==> config.mk <==
export PLATFORM = sky130hd
export DESIGN_NAME = pwsi_top
export DESIGN_NICKNAME = d
export VERILOG_FILES = /design/src/core/pwsi_pkg.sv /design/src/core/pwsi_event_latch.sv /design/src/core/pwsi_top.sv
export VERILOG_INCLUDE_DIRS = /design/src /design/src/core
export SDC_FILE = /design/constraint.sdc
export NUM_CORES = 1
export LEC_CHECK = 0
export BUFFER_PORTS_ARGS = -buffer_cell sky130_fd_sc_hd__buf_2
export CORE_AREA = 2 2 83 61
export CTS_BUF_LIST = sky130_fd_sc_hd__clkbuf_8
export DETAILED_ROUTE_END_ITERATION = 8
export DIE_AREA = 0 0 85 63
export PLACE_DENSITY_LB_ADDON = 0.25
export REMOVE_ABC_BUFFERS = 1
export SLEW_MARGIN = 20
export SYNTH_ARGS = -nofsm -noshare
export SYNTH_HDL_FRONTEND = slang
export SYNTH_HIERARCHICAL = 1
export SYNTH_SLANG_ARGS = --single-unit
export TNS_END_PERCENT = 1
==> constraint.sdc <==
create_clock -name pclk -period 2.2 [get_ports pclk]
set_clock_uncertainty 0.1 [all_clocks]
set_input_delay 0.11 -clock pclk [delete_from_list [all_inputs] [get_ports pclk]]
set_output_delay 0.11 -clock pclk [all_outputs]
set_load 0.01 [all_outputs]
==> src/core/pwsi_regs.svh <==
// Register indices, field positions and reset values of the watchdog status and interrupt block
`ifndef PWSI_REGS_SVH
`define PWSI_REGS_SVH

// Register indices; the byte address is four times the index
`define PWSI_IDX_WD_CONFIG      6'h1c
`define PWSI_IDX_WD_MODE        6'h1d
`define PWSI_IDX_WATCHDOG_STATUS      6'h1e
`define PWSI_IDX_SOFT_RESET     6'h1f
`define PWSI_IDX_TOP_INT        6'h20
`define PWSI_IDX_TOP_INT_2      6'h21
`define PWSI_IDX_LIVE_STATUS    6'h30

// Watchdog config / mode fields
`define PWSI_THR_SEL_LSB        0
`define PWSI_FLAG_MODE_BIT      4

// Watchdog status fields
`define PWSI_FLAG_CLR_BIT       4
`define PWSI_FLAG_BIT           3
`define PWSI_CNT_CLR_BIT        2
`define PWSI_CNT_LSB            0

// Software reset fields
`define PWSI_SOFT_RST_BIT       0

// Top interrupt fields
`define PWSI_TOP_LOAD_MEAS_BIT  7
`define PWSI_TOP_DIAG_BIT       6
`define PWSI_TOP_BOOST_BIT      5
`define PWSI_TOP_BUCK_BIT       4
`define PWSI_TOP_SYNC_BIT       3
`define PWSI_TOP_TSD_BIT        2
`define PWSI_TOP_WARN_BIT       1
`define PWSI_TOP_OVP_BIT        0

// Second top interrupt fields
`define PWSI_TOP2_RESET_BIT     0

// Live status fields
`define PWSI_LIVE_OVP_BIT       0
`define PWSI_LIVE_WARN_BIT      1
`define PWSI_LIVE_TSD_BIT       2

// Reset values
`define PWSI_RST_THR_SEL        2'h0
`define PWSI_RST_FLAG_MODE      1'h0
`define PWSI_RST_BYTE           8'h00
`define PWSI_RST_CNT            3'h0

`endif

==> src/core/pwsi_pkg.sv <==
// Types shared by the watchdog status and interrupt block
`default_nettype none
package pwsi_pkg;

    typedef logic [7:0] pwsi_byte_type;

    typedef enum logic [1:0] {
        PWSI_THR_OFF,
        PWSI_THR_ONE,
        PWSI_THR_TWO,
        PWSI_THR_FOUR
    } pwsi_thr_type;

endpackage
`default_nettype wire

==> src/core/pwsi_event_latch.sv <==
// Sticky event bits: a set wins over a clear in the same cycle
`timescale 1ns/1ps
`default_nettype none

module pwsi_event_latch
    import pwsi_pkg::*;
#(
    parameter int WIDTH = 1
) (
    input  wire logic             pclk,
    input  wire logic             presetn,
    input  wire logic [WIDTH-1:0] set_in,
    input  wire logic [WIDTH-1:0] clr_in,
    output logic      [WIDTH-1:0] q
);

    always_ff @(posedge pclk or negedge presetn) begin
        if (!presetn) begin
            q <= '0;
        end else begin
            q <= (q & ~clr_in) | set_in;
        end
    end

endmodule

`default_nettype wire

==> src/core/pwsi_top.sv <==
// Watchdog status, software reset and top interrupt registers behind an APB slave
`timescale 1ns/1ps
`default_nettype none

`include "pwsi_regs.svh"

module pwsi_top
    import pwsi_pkg::*;
#(
    parameter int ADDR_WIDTH = 8
) (
    input  wire logic                  pclk,
    input  wire logic                  presetn,
    input  wire logic                  psel,
    input  wire logic                  penable,
    input  wire logic                  pwrite,
    input  wire logic [ADDR_WIDTH-1:0] paddr,
    input  wire logic [31:0]           pwdata,
    output logic      [31:0]           prdata,
    output logic                       pready,
    output logic                       pslverr,
    input  wire logic                  watchdog_reset_output,
    input  wire logic                  load_meas_ready,
    input  wire logic                  diag_sub_interrupts_pending,
    input  wire logic                  boost_sub_pending,
    input  wire logic                  buck_sub_pending,
    input  wire logic                  sync_clk_valid,
    input  wire logic                  thermal_shutdown_level,
    input  wire logic                  thermal_warning_level,
    input  wire logic                  overvoltage_level,
    output logic                       irq,
    output logic                       system_restart_req,
    output logic                       otp_reload_req,
    output logic                       conv_disable
);

    ////////////////////////////////////////////////////////////////////////////////
    // Address decode

    localparam logic [ADDR_WIDTH-1:0] ADDR_WD_CONFIG   = {`PWSI_IDX_WD_CONFIG, 2'h0};
    localparam logic [ADDR_WIDTH-1:0] ADDR_WD_MODE     = {`PWSI_IDX_WD_MODE, 2'h0};
    localparam logic [ADDR_WIDTH-1:0] ADDR_WATCHDOG_STATUS   = {`PWSI_IDX_WATCHDOG_STATUS, 2'h0};
    localparam logic [ADDR_WIDTH-1:0] ADDR_SOFT_RESET  = {`PWSI_IDX_SOFT_RESET, 2'h0};
    localparam logic [ADDR_WIDTH-1:0] ADDR_TOP_INT     = {`PWSI_IDX_TOP_INT, 2'h0};
    localparam logic [ADDR_WIDTH-1:0] ADDR_TOP_INT_2   = {`PWSI_IDX_TOP_INT_2, 2'h0};
    localparam logic [ADDR_WIDTH-1:0] ADDR_LIVE_STATUS = {`PWSI_IDX_LIVE_STATUS, 2'h0};

    wire logic setup_phase;
    wire logic access_done;
    wire logic write_done;
    wire logic hit_cfg;
    wire logic hit_mode;
    wire logic hit_wds;
    wire logic hit_srst;
    wire logic hit_top;
    wire logic hit_top2;
    wire logic hit_live;
    wire logic addr_mapped;

    assign setup_phase = psel & ~penable;
    assign access_done = psel & penable & pready;
    assign write_done  = access_done & pwrite;
    assign hit_cfg     = (paddr == ADDR_WD_CONFIG);
    assign hit_mode    = (paddr == ADDR_WD_MODE);
    assign hit_wds     = (paddr == ADDR_WATCHDOG_STATUS);
    assign hit_srst    = (paddr == ADDR_SOFT_RESET);
    assign hit_top     = (paddr == ADDR_TOP_INT);
    assign hit_top2    = (paddr == ADDR_TOP_INT_2);
    assign hit_live    = (paddr == ADDR_LIVE_STATUS);
    assign addr_mapped = hit_cfg | hit_mode | hit_wds | hit_srst | hit_top | hit_top2 | hit_live;

    wire logic wr_cfg;
    wire logic wr_mode;
    wire logic wr_wds;
    wire logic wr_srst;
    wire logic wr_top;
    wire logic wr_top2;

    assign wr_cfg  = write_done & hit_cfg;
    assign wr_mode = write_done & hit_mode;
    assign wr_wds  = write_done & hit_wds;
    assign wr_srst = write_done & hit_srst;
    assign wr_top  = write_done & hit_top;
    assign wr_top2 = write_done & hit_top2;

    ////////////////////////////////////////////////////////////////////////////////
    // Software reset

    logic soft_rst_pend_r;
    logic otp_reload_r;
    wire logic soft_act;

    // Pending bit reads one for a single cycle, then the reset acts and it drops
    assign soft_act = soft_rst_pend_r;

    always_ff @(posedge pclk or negedge presetn) begin
        if (!presetn) begin
            soft_rst_pend_r <= 1'b0;
            otp_reload_r    <= 1'b0;
        end else begin
            soft_rst_pend_r <= wr_srst & pwdata[`PWSI_SOFT_RST_BIT] & ~soft_act;
            otp_reload_r    <= soft_act;
        end
    end

    ////////////////////////////////////////////////////////////////////////////////
    // Watchdog configuration

    pwsi_thr_type thr_sel_r;
    logic         flag_mode_r;

    always_ff @(posedge pclk or negedge presetn) begin
        if (!presetn) begin
            thr_sel_r   <= pwsi_thr_type'(`PWSI_RST_THR_SEL);
            flag_mode_r <= `PWSI_RST_FLAG_MODE;
        end else if (soft_act) begin
            thr_sel_r   <= pwsi_thr_type'(`PWSI_RST_THR_SEL);
            flag_mode_r <= `PWSI_RST_FLAG_MODE;
        end else begin
            if (wr_cfg) begin
                thr_sel_r <= pwsi_thr_type'(pwdata[`PWSI_THR_SEL_LSB +: 2]);
            end
            if (wr_mode) begin
                flag_mode_r <= pwdata[`PWSI_FLAG_MODE_BIT];
            end
        end
    end

    ////////////////////////////////////////////////////////////////////////////////
    // Watchdog reset-pulse counter and restart flag

    logic       cnt_clr_r;
    logic       flag_clr_pend_r;
    logic       flag_r;
    logic [2:0] cnt_r;
    logic       restart_r;

    logic [2:0] thr_count;
    wire  logic [2:0] cnt_base;
    wire  logic [2:0] cnt_inc;
    wire  logic       thr_reached;
    wire  logic       restart_blocked;
    wire  logic       restart_fire;
    logic [2:0] cnt_nxt;

    always_comb begin
        unique case (thr_sel_r)
            PWSI_THR_OFF:  thr_count = 3'h0;
            PWSI_THR_ONE:  thr_count = 3'h1;
            PWSI_THR_TWO:  thr_count = 3'h2;
            PWSI_THR_FOUR: thr_count = 3'h4;
        endcase
    end

    assign cnt_base        = cnt_clr_r ? `PWSI_RST_CNT : cnt_r;
    assign cnt_inc         = cnt_base + 3'h1;
    assign thr_reached     = watchdog_reset_output & (thr_count != 3'h0) & (cnt_inc >= thr_count);
    assign restart_blocked = flag_mode_r & flag_r;
    assign restart_fire    = thr_reached & ~restart_blocked;

    always_comb begin
        cnt_nxt = cnt_base;
        if (soft_act) begin
            cnt_nxt = `PWSI_RST_CNT;
        end else if (restart_fire) begin
            cnt_nxt = `PWSI_RST_CNT;
        end else if (thr_reached) begin
            cnt_nxt = thr_count;
        end else if (watchdog_reset_output) begin
            cnt_nxt = cnt_inc;
        end
    end

    always_ff @(posedge pclk or negedge presetn) begin
        if (!presetn) begin
            cnt_clr_r       <= 1'b0;
            flag_clr_pend_r <= 1'b0;
            flag_r          <= 1'b0;
            cnt_r           <= `PWSI_RST_CNT;
            restart_r       <= 1'b0;
        end else begin
            cnt_clr_r       <= wr_wds & pwdata[`PWSI_CNT_CLR_BIT];
            flag_clr_pend_r <= wr_wds & pwdata[`PWSI_FLAG_CLR_BIT] & ~flag_clr_pend_r;
            flag_r          <= restart_fire | (flag_r & ~(flag_clr_pend_r | soft_act));
            cnt_r           <= cnt_nxt;
            restart_r       <= restart_fire;
        end
    end

    ////////////////////////////////////////////////////////////////////////////////
    // Top interrupt events

    logic       sync_valid_d_r;
    logic [2:0] summary_r;
    logic       warn_stat_r;
    logic       irq_r;
    logic       conv_dis_r;

    wire logic       sync_change;
    wire logic [4:0] ev_set;
    wire logic [4:0] ev_clr;
    wire logic [4:0] ev_q;
    wire logic       tsd_clear;
    wire logic       rst_ev_q;
    pwsi_byte_type   top_byte;

    assign sync_change = sync_clk_valid ^ sync_valid_d_r;

    // Latched bits packed as load, sync, shutdown, warning, overvoltage
    assign ev_set = {load_meas_ready,
                     sync_change,
                     thermal_shutdown_level,
                     thermal_warning_level,
                     overvoltage_level};

    assign ev_clr = {5{soft_act}} | ({5{wr_top}} & {pwdata[`PWSI_TOP_LOAD_MEAS_BIT],
                                                     pwdata[`PWSI_TOP_SYNC_BIT],
                                                     pwdata[`PWSI_TOP_TSD_BIT],
                                                     pwdata[`PWSI_TOP_WARN_BIT],
                                                     pwdata[`PWSI_TOP_OVP_BIT]});

    pwsi_event_latch #(
        .WIDTH (5)
    ) u_top_events (
        .pclk    (pclk),
        .presetn (presetn),
        .set_in  (ev_set),
        .clr_in  (ev_clr),
        .q       (ev_q)
    );

    pwsi_event_latch #(
        .WIDTH (1)
    ) u_reset_event (
        .pclk    (pclk),
        .presetn (presetn),
        .set_in  (soft_act),
        .clr_in  (wr_top2 & pwdata[`PWSI_TOP2_RESET_BIT]),
        .q       (rst_ev_q)
    );

    assign tsd_clear = wr_top & pwdata[`PWSI_TOP_TSD_BIT];

    always_comb begin
        top_byte                          = `PWSI_RST_BYTE;
        top_byte[`PWSI_TOP_LOAD_MEAS_BIT] = ev_q[4];
        top_byte[`PWSI_TOP_DIAG_BIT]      = summary_r[2];
        top_byte[`PWSI_TOP_BOOST_BIT]     = summary_r[1];
        top_byte[`PWSI_TOP_BUCK_BIT]      = summary_r[0];
        top_byte[`PWSI_TOP_SYNC_BIT]      = ev_q[3];
        top_byte[`PWSI_TOP_TSD_BIT]       = ev_q[2];
        top_byte[`PWSI_TOP_WARN_BIT]      = ev_q[1];
        top_byte[`PWSI_TOP_OVP_BIT]       = ev_q[0];
    end

    always_ff @(posedge pclk or negedge presetn) begin
        if (!presetn) begin
            sync_valid_d_r <= 1'b0;
            summary_r      <= 3'h0;
            warn_stat_r    <= 1'b0;
            irq_r          <= 1'b0;
            conv_dis_r     <= 1'b0;
        end else begin
            sync_valid_d_r <= sync_clk_valid;
            // Summary bits follow the sub-registers; no write reaches them
            summary_r      <= {diag_sub_interrupts_pending,
                               boost_sub_pending,
                               buck_sub_pending};
            // Warning status holds until the shutdown event is cleared
            warn_stat_r    <= thermal_warning_level
                            | (warn_stat_r & ~(tsd_clear | soft_act));
            irq_r          <= |top_byte;
            conv_dis_r     <= ev_q[2];
        end
    end

    ////////////////////////////////////////////////////////////////////////////////
    // Read mux and APB response

    pwsi_byte_type rd_cfg;
    pwsi_byte_type rd_mode;
    pwsi_byte_type rd_wds;
    pwsi_byte_type rd_srst;
    pwsi_byte_type rd_top2;
    pwsi_byte_type rd_live;
    pwsi_byte_type rd_byte;

    always_comb begin
        rd_cfg                              = `PWSI_RST_BYTE;
        rd_cfg[`PWSI_THR_SEL_LSB +: 2]      = thr_sel_r;
        rd_mode                             = `PWSI_RST_BYTE;
        rd_mode[`PWSI_FLAG_MODE_BIT]        = flag_mode_r;
        rd_wds                              = `PWSI_RST_BYTE;
        rd_wds[`PWSI_FLAG_CLR_BIT]          = flag_clr_pend_r;
        rd_wds[`PWSI_FLAG_BIT]              = flag_r;
        rd_wds[`PWSI_CNT_CLR_BIT]           = cnt_clr_r;
        rd_wds[`PWSI_CNT_LSB +: 2]          = cnt_r[1:0];
        rd_srst                             = `PWSI_RST_BYTE;
        rd_srst[`PWSI_SOFT_RST_BIT]         = soft_rst_pend_r;
        rd_top2                             = `PWSI_RST_BYTE;
        rd_top2[`PWSI_TOP2_RESET_BIT]       = rst_ev_q;
        rd_live                             = `PWSI_RST_BYTE;
        rd_live[`PWSI_LIVE_OVP_BIT]         = overvoltage_level;
        rd_live[`PWSI_LIVE_WARN_BIT]        = warn_stat_r;
        rd_live[`PWSI_LIVE_TSD_BIT]         = thermal_shutdown_level;
    end

    assign rd_byte = ({8{hit_cfg}}  & rd_cfg)
                   | ({8{hit_mode}} & rd_mode)
                   | ({8{hit_wds}}  & rd_wds)
                   | ({8{hit_srst}} & rd_srst)
                   | ({8{hit_top}}  & top_byte)
                   | ({8{hit_top2}} & rd_top2)
                   | ({8{hit_live}} & rd_live);

    logic [31:0] prdata_r;
    logic        pready_r;
    logic        pslverr_r;

    // One access cycle: ready rises the cycle after setup, data captured at setup
    always_ff @(posedge pclk or negedge presetn) begin
        if (!presetn) begin
            prdata_r  <= 32'h0000_0000;
            pready_r  <= 1'b0;
            pslverr_r <= 1'b0;
        end else begin
            pready_r  <= setup_phase;
            pslverr_r <= setup_phase & ~addr_mapped;
            prdata_r  <= (setup_phase & ~pwrite) ? {24'h00_0000, rd_byte} : 32'h0000_0000;
        end
    end

    assign prdata             = prdata_r;
    assign pready             = pready_r;
    assign pslverr            = pslverr_r;
    assign irq                = irq_r;
    assign system_restart_req = restart_r;
    assign otp_reload_req     = otp_reload_r;
    assign conv_disable       = conv_dis_r;

endmodule

`default_nettype wire

==> flow_metrics.tcl, run 1 <==
set metrics [dict create \
    worst_case_reg_to_reg_path_depth 7 \
    path_clk_slew_ps 70 \
    fillCellCount 423 \
    final.setup.tns_ps 0 \
    dp_hpwl_um 2910 \
    cts.htree.levels 2 \
    synthesis.yosys.warnings 6 \
    timing_limited_maximum_frequency_mhz 483 \
    routed_wire_length_per_instance_um 13.7 \
    wire_length_of_the_first_global_routing_pass_um 6520 \
    synth_edf_count 0 \
    clockBufferDepth 2 \
    die_height_um 63 \
    numPortBuffers 41 \
    worst_path_largest_cell_delay_ps 470 \
    post-route-drc-count 0 \
    final_net_count 293 \
    layout.core_utilization 0.518 \
    synth_flop_cell "sky130_fd_sc_hd__dfrtp_1" \
    cell_at_the_root_of_the_clock_tree "sky130_fd_sc_hd__clkbuf_8" \
    drive_above_1_share 0.331 \
    grt_overflow_total 0 \
    synth_sequential_area_ratio 0.462 \
    post_synth_instance_area_um2 1900 \
    floorplan.initialDensity 0.412 \
    pin_count 92 \
    setup.worst_path.class "reg2reg" \
    static-leakage-power_nw 1.15 \
    synthCells 174 \
    worst-endpoint-arrival_ps 2150 \
    hold_path_depth 3 \
    clock_sink_count 35 \
    drv_cap 0 \
    powerDensity_nw_per_um2 757 \
    place_congestion 0.760 \
    period_needed_ps 2070 \
    cp-end-kind "flop" \
    grt_use_total 0.158 \
    placed_area_um2 2080 \
    areaGrowthSynthToFinish_pct 25.6 \
    min_path_type "in2reg" \
    fp.coreArea_um2 4600 \
    fp.dieArea_um2 5360 \
    antenna_cells 0 \
    final-setup-viol-count 0 \
    worst_ir_drop_vdd_uv 339 \
    syn_area_per_cell_um2 10.9 \
    number_of_rows_in_the_core_area 21 \
    status "finished, final reports clean" \
    cp_slowest_cell "sky130_fd_sc_hd__dfrtp_2" \
    series_of_cell_instances_along_the_critical_path "nor2b_4 -> ha_2 -> ha_1 -> o21ai_0 -> a21oi_2 -> buf_4 -> mux2_2" \
    maxSlewHeadroom 0.485 \
    synthArstFlopShare 1.00 \
    timing_max_transition_violations_final 0 \
    drt_first_pass_iters 5 \
    rsz0062_at_grt "false" \
    worstMarginPinSlew_ps 773 \
    ant_nets 0 \
    holdWs_ps 7.38 \
    grt_pass1_vias 1321 \
    floorplan.die.width_um 85 \
    design_area_um2 2380 \
    timing.critical_path.required_ps 2270 \
    wl_um 4010 \
    crit_fanout 4 \
    tritoncts "done" \
    worstSetupStartpointType "flop" \
    num_vias 1415 \
    min_period_over_period 0.942 \
    number_of_buffers_added_by_the_clock_tree_synthesis_step 5 \
    grt_max_degree 36 \
    finalHoldViolCount 0 \
    via_per_inst 4.83 \
    antenna_found_initial 0 \
    clock_latency_late_sink_ps 290 \
    yosysUniqueCellTypes 44 \
    synthesized_flop_and_latch_total 35 \
    drt-initial-drc-count 75 \
]
[power breakdown]
part / switching, W / internal, W / leakage, nW
logic: 0.000203 / 0.000220 / 0.656
clock network: 0.000231 / 0.000448 / 0.0695
registers: 0.0000187 / 0.000682 / 0.427
total: 0.000452 / 0.00135 / 1.15
[critical path: cells and delay by family, from the launching register on]
| family | cells | cell delay, ps |
|---|---|---|
| buf+inv | 1 | 140 |
| simple gates | 1 | 140 |
| compound gates | 2 | 240 |
| fa+ha+maj | 2 | 550 |
| mux | 1 | 330 |
| flops | 1 | 470 |
[routing by layer]
layer,wire [um],track usage,vias to the layer above
li1,-,-,682
met1,1910,0.228,675
met2,1760,0.226,53
met3,290,0.0383,5
met4,61,0.0655,0
met5,0,0,-
[cell usage after synthesis (all sizes together) (4+ instances only)]
library cell	n	area, um2
a21o	12	103
nor4	5	52.6
nor3	7	56.3
nor2	16	60.1
buf	26	193
inv	9	33.8
dfrtp	35	876
and2	4	25.0
ha	4	50.1
nor2b	4	25.0
mux2i	6	60.1
mux2	5	56.3
nand2	4	15.0
[layout make-up]
| cell class | instances | area [um2] | area share |
|---|---|---|---|
| multi-input cells | 126 | 903 | 0.379 |
| well taps | 57 | 71.3 | 0.0300 |
| inverters | 9 | 33.8 | 0.0142 |
| clock inverters | 3 | 63.8 | 0.0268 |
| clock buffers | 5 | 68.8 | 0.0289 |
| flip-flops and latches | 35 | 877 | 0.368 |
| repair buffers | 58 | 363 | 0.152 |
[flip-flops by register name (all words and copies together), names as in the netlist, 2 cells and up]
name	flops
prdata	8
u_top_events/q	5
cnt_r	3
summary_r	3
thr_sel_r	2
[repair_timing]
action	4_1_cts	5_1_grt
resized for setup	0	8
endpoints found under the hold margin	47	0
hold buffers	12	0
buffers inserted	0	2
endpoints found under the setup margin	0	3
[kinds of logic (layout without fill, tap and decap cells)]
family,after synthesis,count (layout),share of synthesized area
and+or+nand+nor,59,59,0.204
buffers and inverters,36,75,0.121
DFF,35,35,0.462
AOI/OAI and AO/OA,24,24,0.104
muxes,11,11,0.0614
adders and majority gates,4,4,0.0264
xor gates and xnor gates,4,4,0.0185
other,1,24,0.00198
[metrics by stage]
| stage | power [W] | std cells | worst slack (ps) |
|---|---|---|---|
| 3_3_place_gp | 0.00106 | 271 | 122 |
| 5_1_grt | 0.00191 | 293 | 13.1 |
| 2_1_floorplan | 0.000954 | 170 | 91.7 |
| 6_report | 0.00180 | 293 | 128 |
| 4_1_cts | 0.00177 | 291 | 51.8 |
| 3_5_place_dp | 0.00106 | 271 | 67.9 |
[path summary, 6_finish.rpt]
check	from	to	slack, ps
setup reg to reg	cnt_clr_r	cnt_r[2]	130
hold reg to reg	u_top_events/q[2]	conv_disable	340
setup / recovery	cnt_clr_r	cnt_r[2]	130
max in group asynchronous	presetn	cnt_clr_r	1120
min in group asynchronous	presetn	u_top_events/q[0]	350
hold / removal	pwdata[0]	soft_act	7
[layout by cell type (no fill, tap or decap), drive strengths merged]
cell	netlist	layout
and4b	2	2
ha	4	4
nand4	1	1
or2	1	1
nor3	7	7
mux2	5	5
xnor2	3	3
a21o	12	12
nor3b	3	3
o21ai	2	2
bufinv	0	2
nand2b	3	3
and4	1	1
dlygate4sd3	0	12
o221ai	1	1
nand2	4	4
nand4b	1	1
nor2b	4	4
inv	9	10
dfrtp	35	35
or3b	1	1
and2	4	4
clkbuf	1	5
a222oi	2	2
or4	1	1
nor2	16	16
nand3b	1	1
o2bb2ai	2	2
xor2	1	1
or4b	1	1
nand3	1	1
conb	1	24
mux2i	6	6
buf	26	46
nor4	5	5
a21oi	1	1
and3	2	2
o21bai	1	1
a22oi	3	3
Note: power is estimated with default switching activity, not from simulation.
==> inputs of run 2 (changes only) <==
- CTS_BUF_LIST: sky130_fd_sc_hd__clkbuf_8 -> sky130_fd_sc_hd__clkbuf_4
==> run 2 against run 1 <==
Cell count increased by 1.4%. Wire length increased by 0.80%. Register-to-register slack got worse by 20 ps. Non-clock buffer count increased by 4. Maximum frequency decreased by 0.98%. Sequential share of layout area decreased by 0.19 points. Worst hold slack improved by 60 ps. Worst setup slack got worse by 20 ps. Critical path type unchanged. Largest cell class unchanged.
==> flow_metrics.tcl, run 2 (synthesized netlist as in run 1, its figures left out) <==
set metrics [dict create \
    status "finished, final reports clean" \
    drt-initial-drc-count 103 \
    share_clk_of_total_power 0.341 \
    largest_reg_flops 8 \
    grt_overflow_total 0 \
    number_of_rows_in_the_core_area 21 \
    drive_above_1_share 0.329 \
    layout_setup_ws_ps 108 \
    num_vias 1429 \
    wire_length_of_the_first_global_routing_pass_um 6500 \
    place_congestion 0.760 \
    maxSlewHeadroom 0.482 \
    number_of_buffers_added_by_the_clock_tree_synthesis_step 5 \
    final.setup.tns_ps 0 \
    numPortBuffers 41 \
    powerDensity_nw_per_um2 717 \
    switching_share 0.258 \
    rsz0062_at_grt "false" \
    internal_power_w 0.00127 \
    holdWs_ps 67.7 \
    die_height_um 63 \
    worst_path_largest_cell_delay_ps 480 \
    drv_cap 0 \
    most_common_library_cell_in_the_layout_ignoring_fill_and_taps "sky130_fd_sc_hd__buf_2" \
    worstSetupStartpointType "flop" \
    grt_max_degree 36 \
    drt_first_pass_iters 4 \
    worstMarginPinSlew_ps 776 \
    finalHoldViolCount 0 \
    areaGrowthSynthToFinish_pct 26.3 \
    routed_wire_length_per_instance_um 13.6 \
    power.sequential.fraction 0.409 \
    floorplan.die.width_um 85 \
    clock_sink_count 35 \
    min_period_over_period 0.951 \
    cts.htree.levels 2 \
    numPlacedInstances 271 \
    final_net_count 297 \
    ant_nets 0 \
    place_worst_setup_slack_ps 67.9 \
    period_needed_ps 2090 \
    gr_util_met1 0.227 \
    antenna_cells 0 \
    worst_ir_drop_vdd_uv 316 \
    clockBufferDepth 2 \
    timing_max_transition_violations_final 0 \
    grtUsageMet2 0.225 \
    series_of_cell_instances_along_the_critical_path "nor2b_4 -> ha_2 -> ha_1 -> o21ai_0 -> a21oi_2 -> buf_4 -> mux2_2" \
    buffering_stage_count_on_the_worst_path_with_inverters_included 1 \
    clock_latency_late_sink_ps 340 \
    path_clk_slew_ps 110 \
    timing_limited_maximum_frequency_mhz 478 \
    static-leakage-power_nw 1.16 \
    final_non_filler_cells 297 \
    final-setup-viol-count 0 \
    via_per_inst 4.81 \
    floorplan.initialDensity 0.412 \
    worst-endpoint-arrival_ps 2220 \
    fp.dieArea_um2 5360 \
    cp_slowest_cell "sky130_fd_sc_hd__dfrtp_2" \
    setup.worst_path.class "reg2reg" \
    mostFrequentLayoutCells "sky130_fd_sc_hd__buf_2, sky130_fd_sc_hd__dfrtp_1, sky130_fd_sc_hd__conb_1" \
    cell_at_the_root_of_the_clock_tree "sky130_fd_sc_hd__clkbuf_4" \
    dp_hpwl_um 2910 \
    post-route-drc-count 0 \
    fp.coreArea_um2 4600 \
    grt_use_total 0.156 \
    tritoncts "done" \
    timing.critical_path.required_ps 2320 \
    cpLargestDelayFamily "adder cells" \
    comb_power_share 0.250 \
    cp-end-kind "flop" \
    pin_count 92 \
    wl_um 4050 \
    p_switching_w 0.000443 \
    crit_fanout 4 \
    antenna_found_initial 0 \
    grt_most_used_layer "met1" \
    grt_pass1_vias 1336 \
    min_path_type "in2reg" \
    grt_util_met3 0.0423 \
]
[run 2: power groups by stage]
stage                     Clock (W)  Combinational (W)  Sequential, W
after detailed placement          0           0.000351       0.000712
after floorplan                   0           0.000247       0.000707
final                      0.000585           0.000430       0.000702
after CTS                  0.000599           0.000375       0.000698
after global routing       0.000621           0.000496       0.000705
after global placement            0           0.000348       0.000712
[run 2: worst min-delay path: cells and delay by family]
kind | cells | cell delay, ps
buf+inv | 2 | 110
compound gates | 2 | 260
[run 2: routing by layer]
metal	vias up	share of wire
met5	-	0
met3	4	0.064
met1	686	0.48
met4	0	0.012
met2	52	0.44
li1	687	-
[run 2: final cells by class]
class	instances	area [um2]
Fill cell	425	2200
Multi-Input combinational cell	126	903
Sequential cell	35	877
Timing Repair Buffer	62	403
Tap cell	57	71.3
Clock inverter	2	60.1
Clock buffer	6	45.0
Inverter	9	33.8
[run 2: per-stage QoR]
| stage | util | total power, W | instance area (um2) |
|---|---|---|---|
| 2_1_floorplan | - | 0.000954 | 1790 |
| 3_3_place_gp | 0.453 | 0.00106 | 2080 |
| 3_5_place_dp | 0.453 | 0.00106 | 2080 |
| 4_1_cts | 0.511 | 0.00167 | 2350 |
| 5_1_grt | 0.521 | 0.00182 | 2390 |
| 6_report | 0.521 | 0.00172 | 2390 |
[run 2: timing repair]
| item | in CTS | in global routing |
|---|---|---|
| buffers inserted | 0 | 2 |
| setup endpoints to repair | 0 | 3 |
| hold buffers | 16 | 0 |
| resized for setup | 0 | 8 |
| endpoints found under the hold margin | 53 | 0 |
[run 2: final timing paths]
check,from,slack (ps),to,cells after the start
worst max-delay path,cnt_clr_r,110,cnt_r[2],7
worst min-delay path,pwdata[3],70,u_top_events/q[3],4
worst max register to register,cnt_clr_r,110,cnt_r[2],7
worst min register to register,u_top_events/q[2],340,conv_disable,0
max in group asynchronous,presetn,1190,cnt_clr_r,2
min in group asynchronous,presetn,290,irq,2
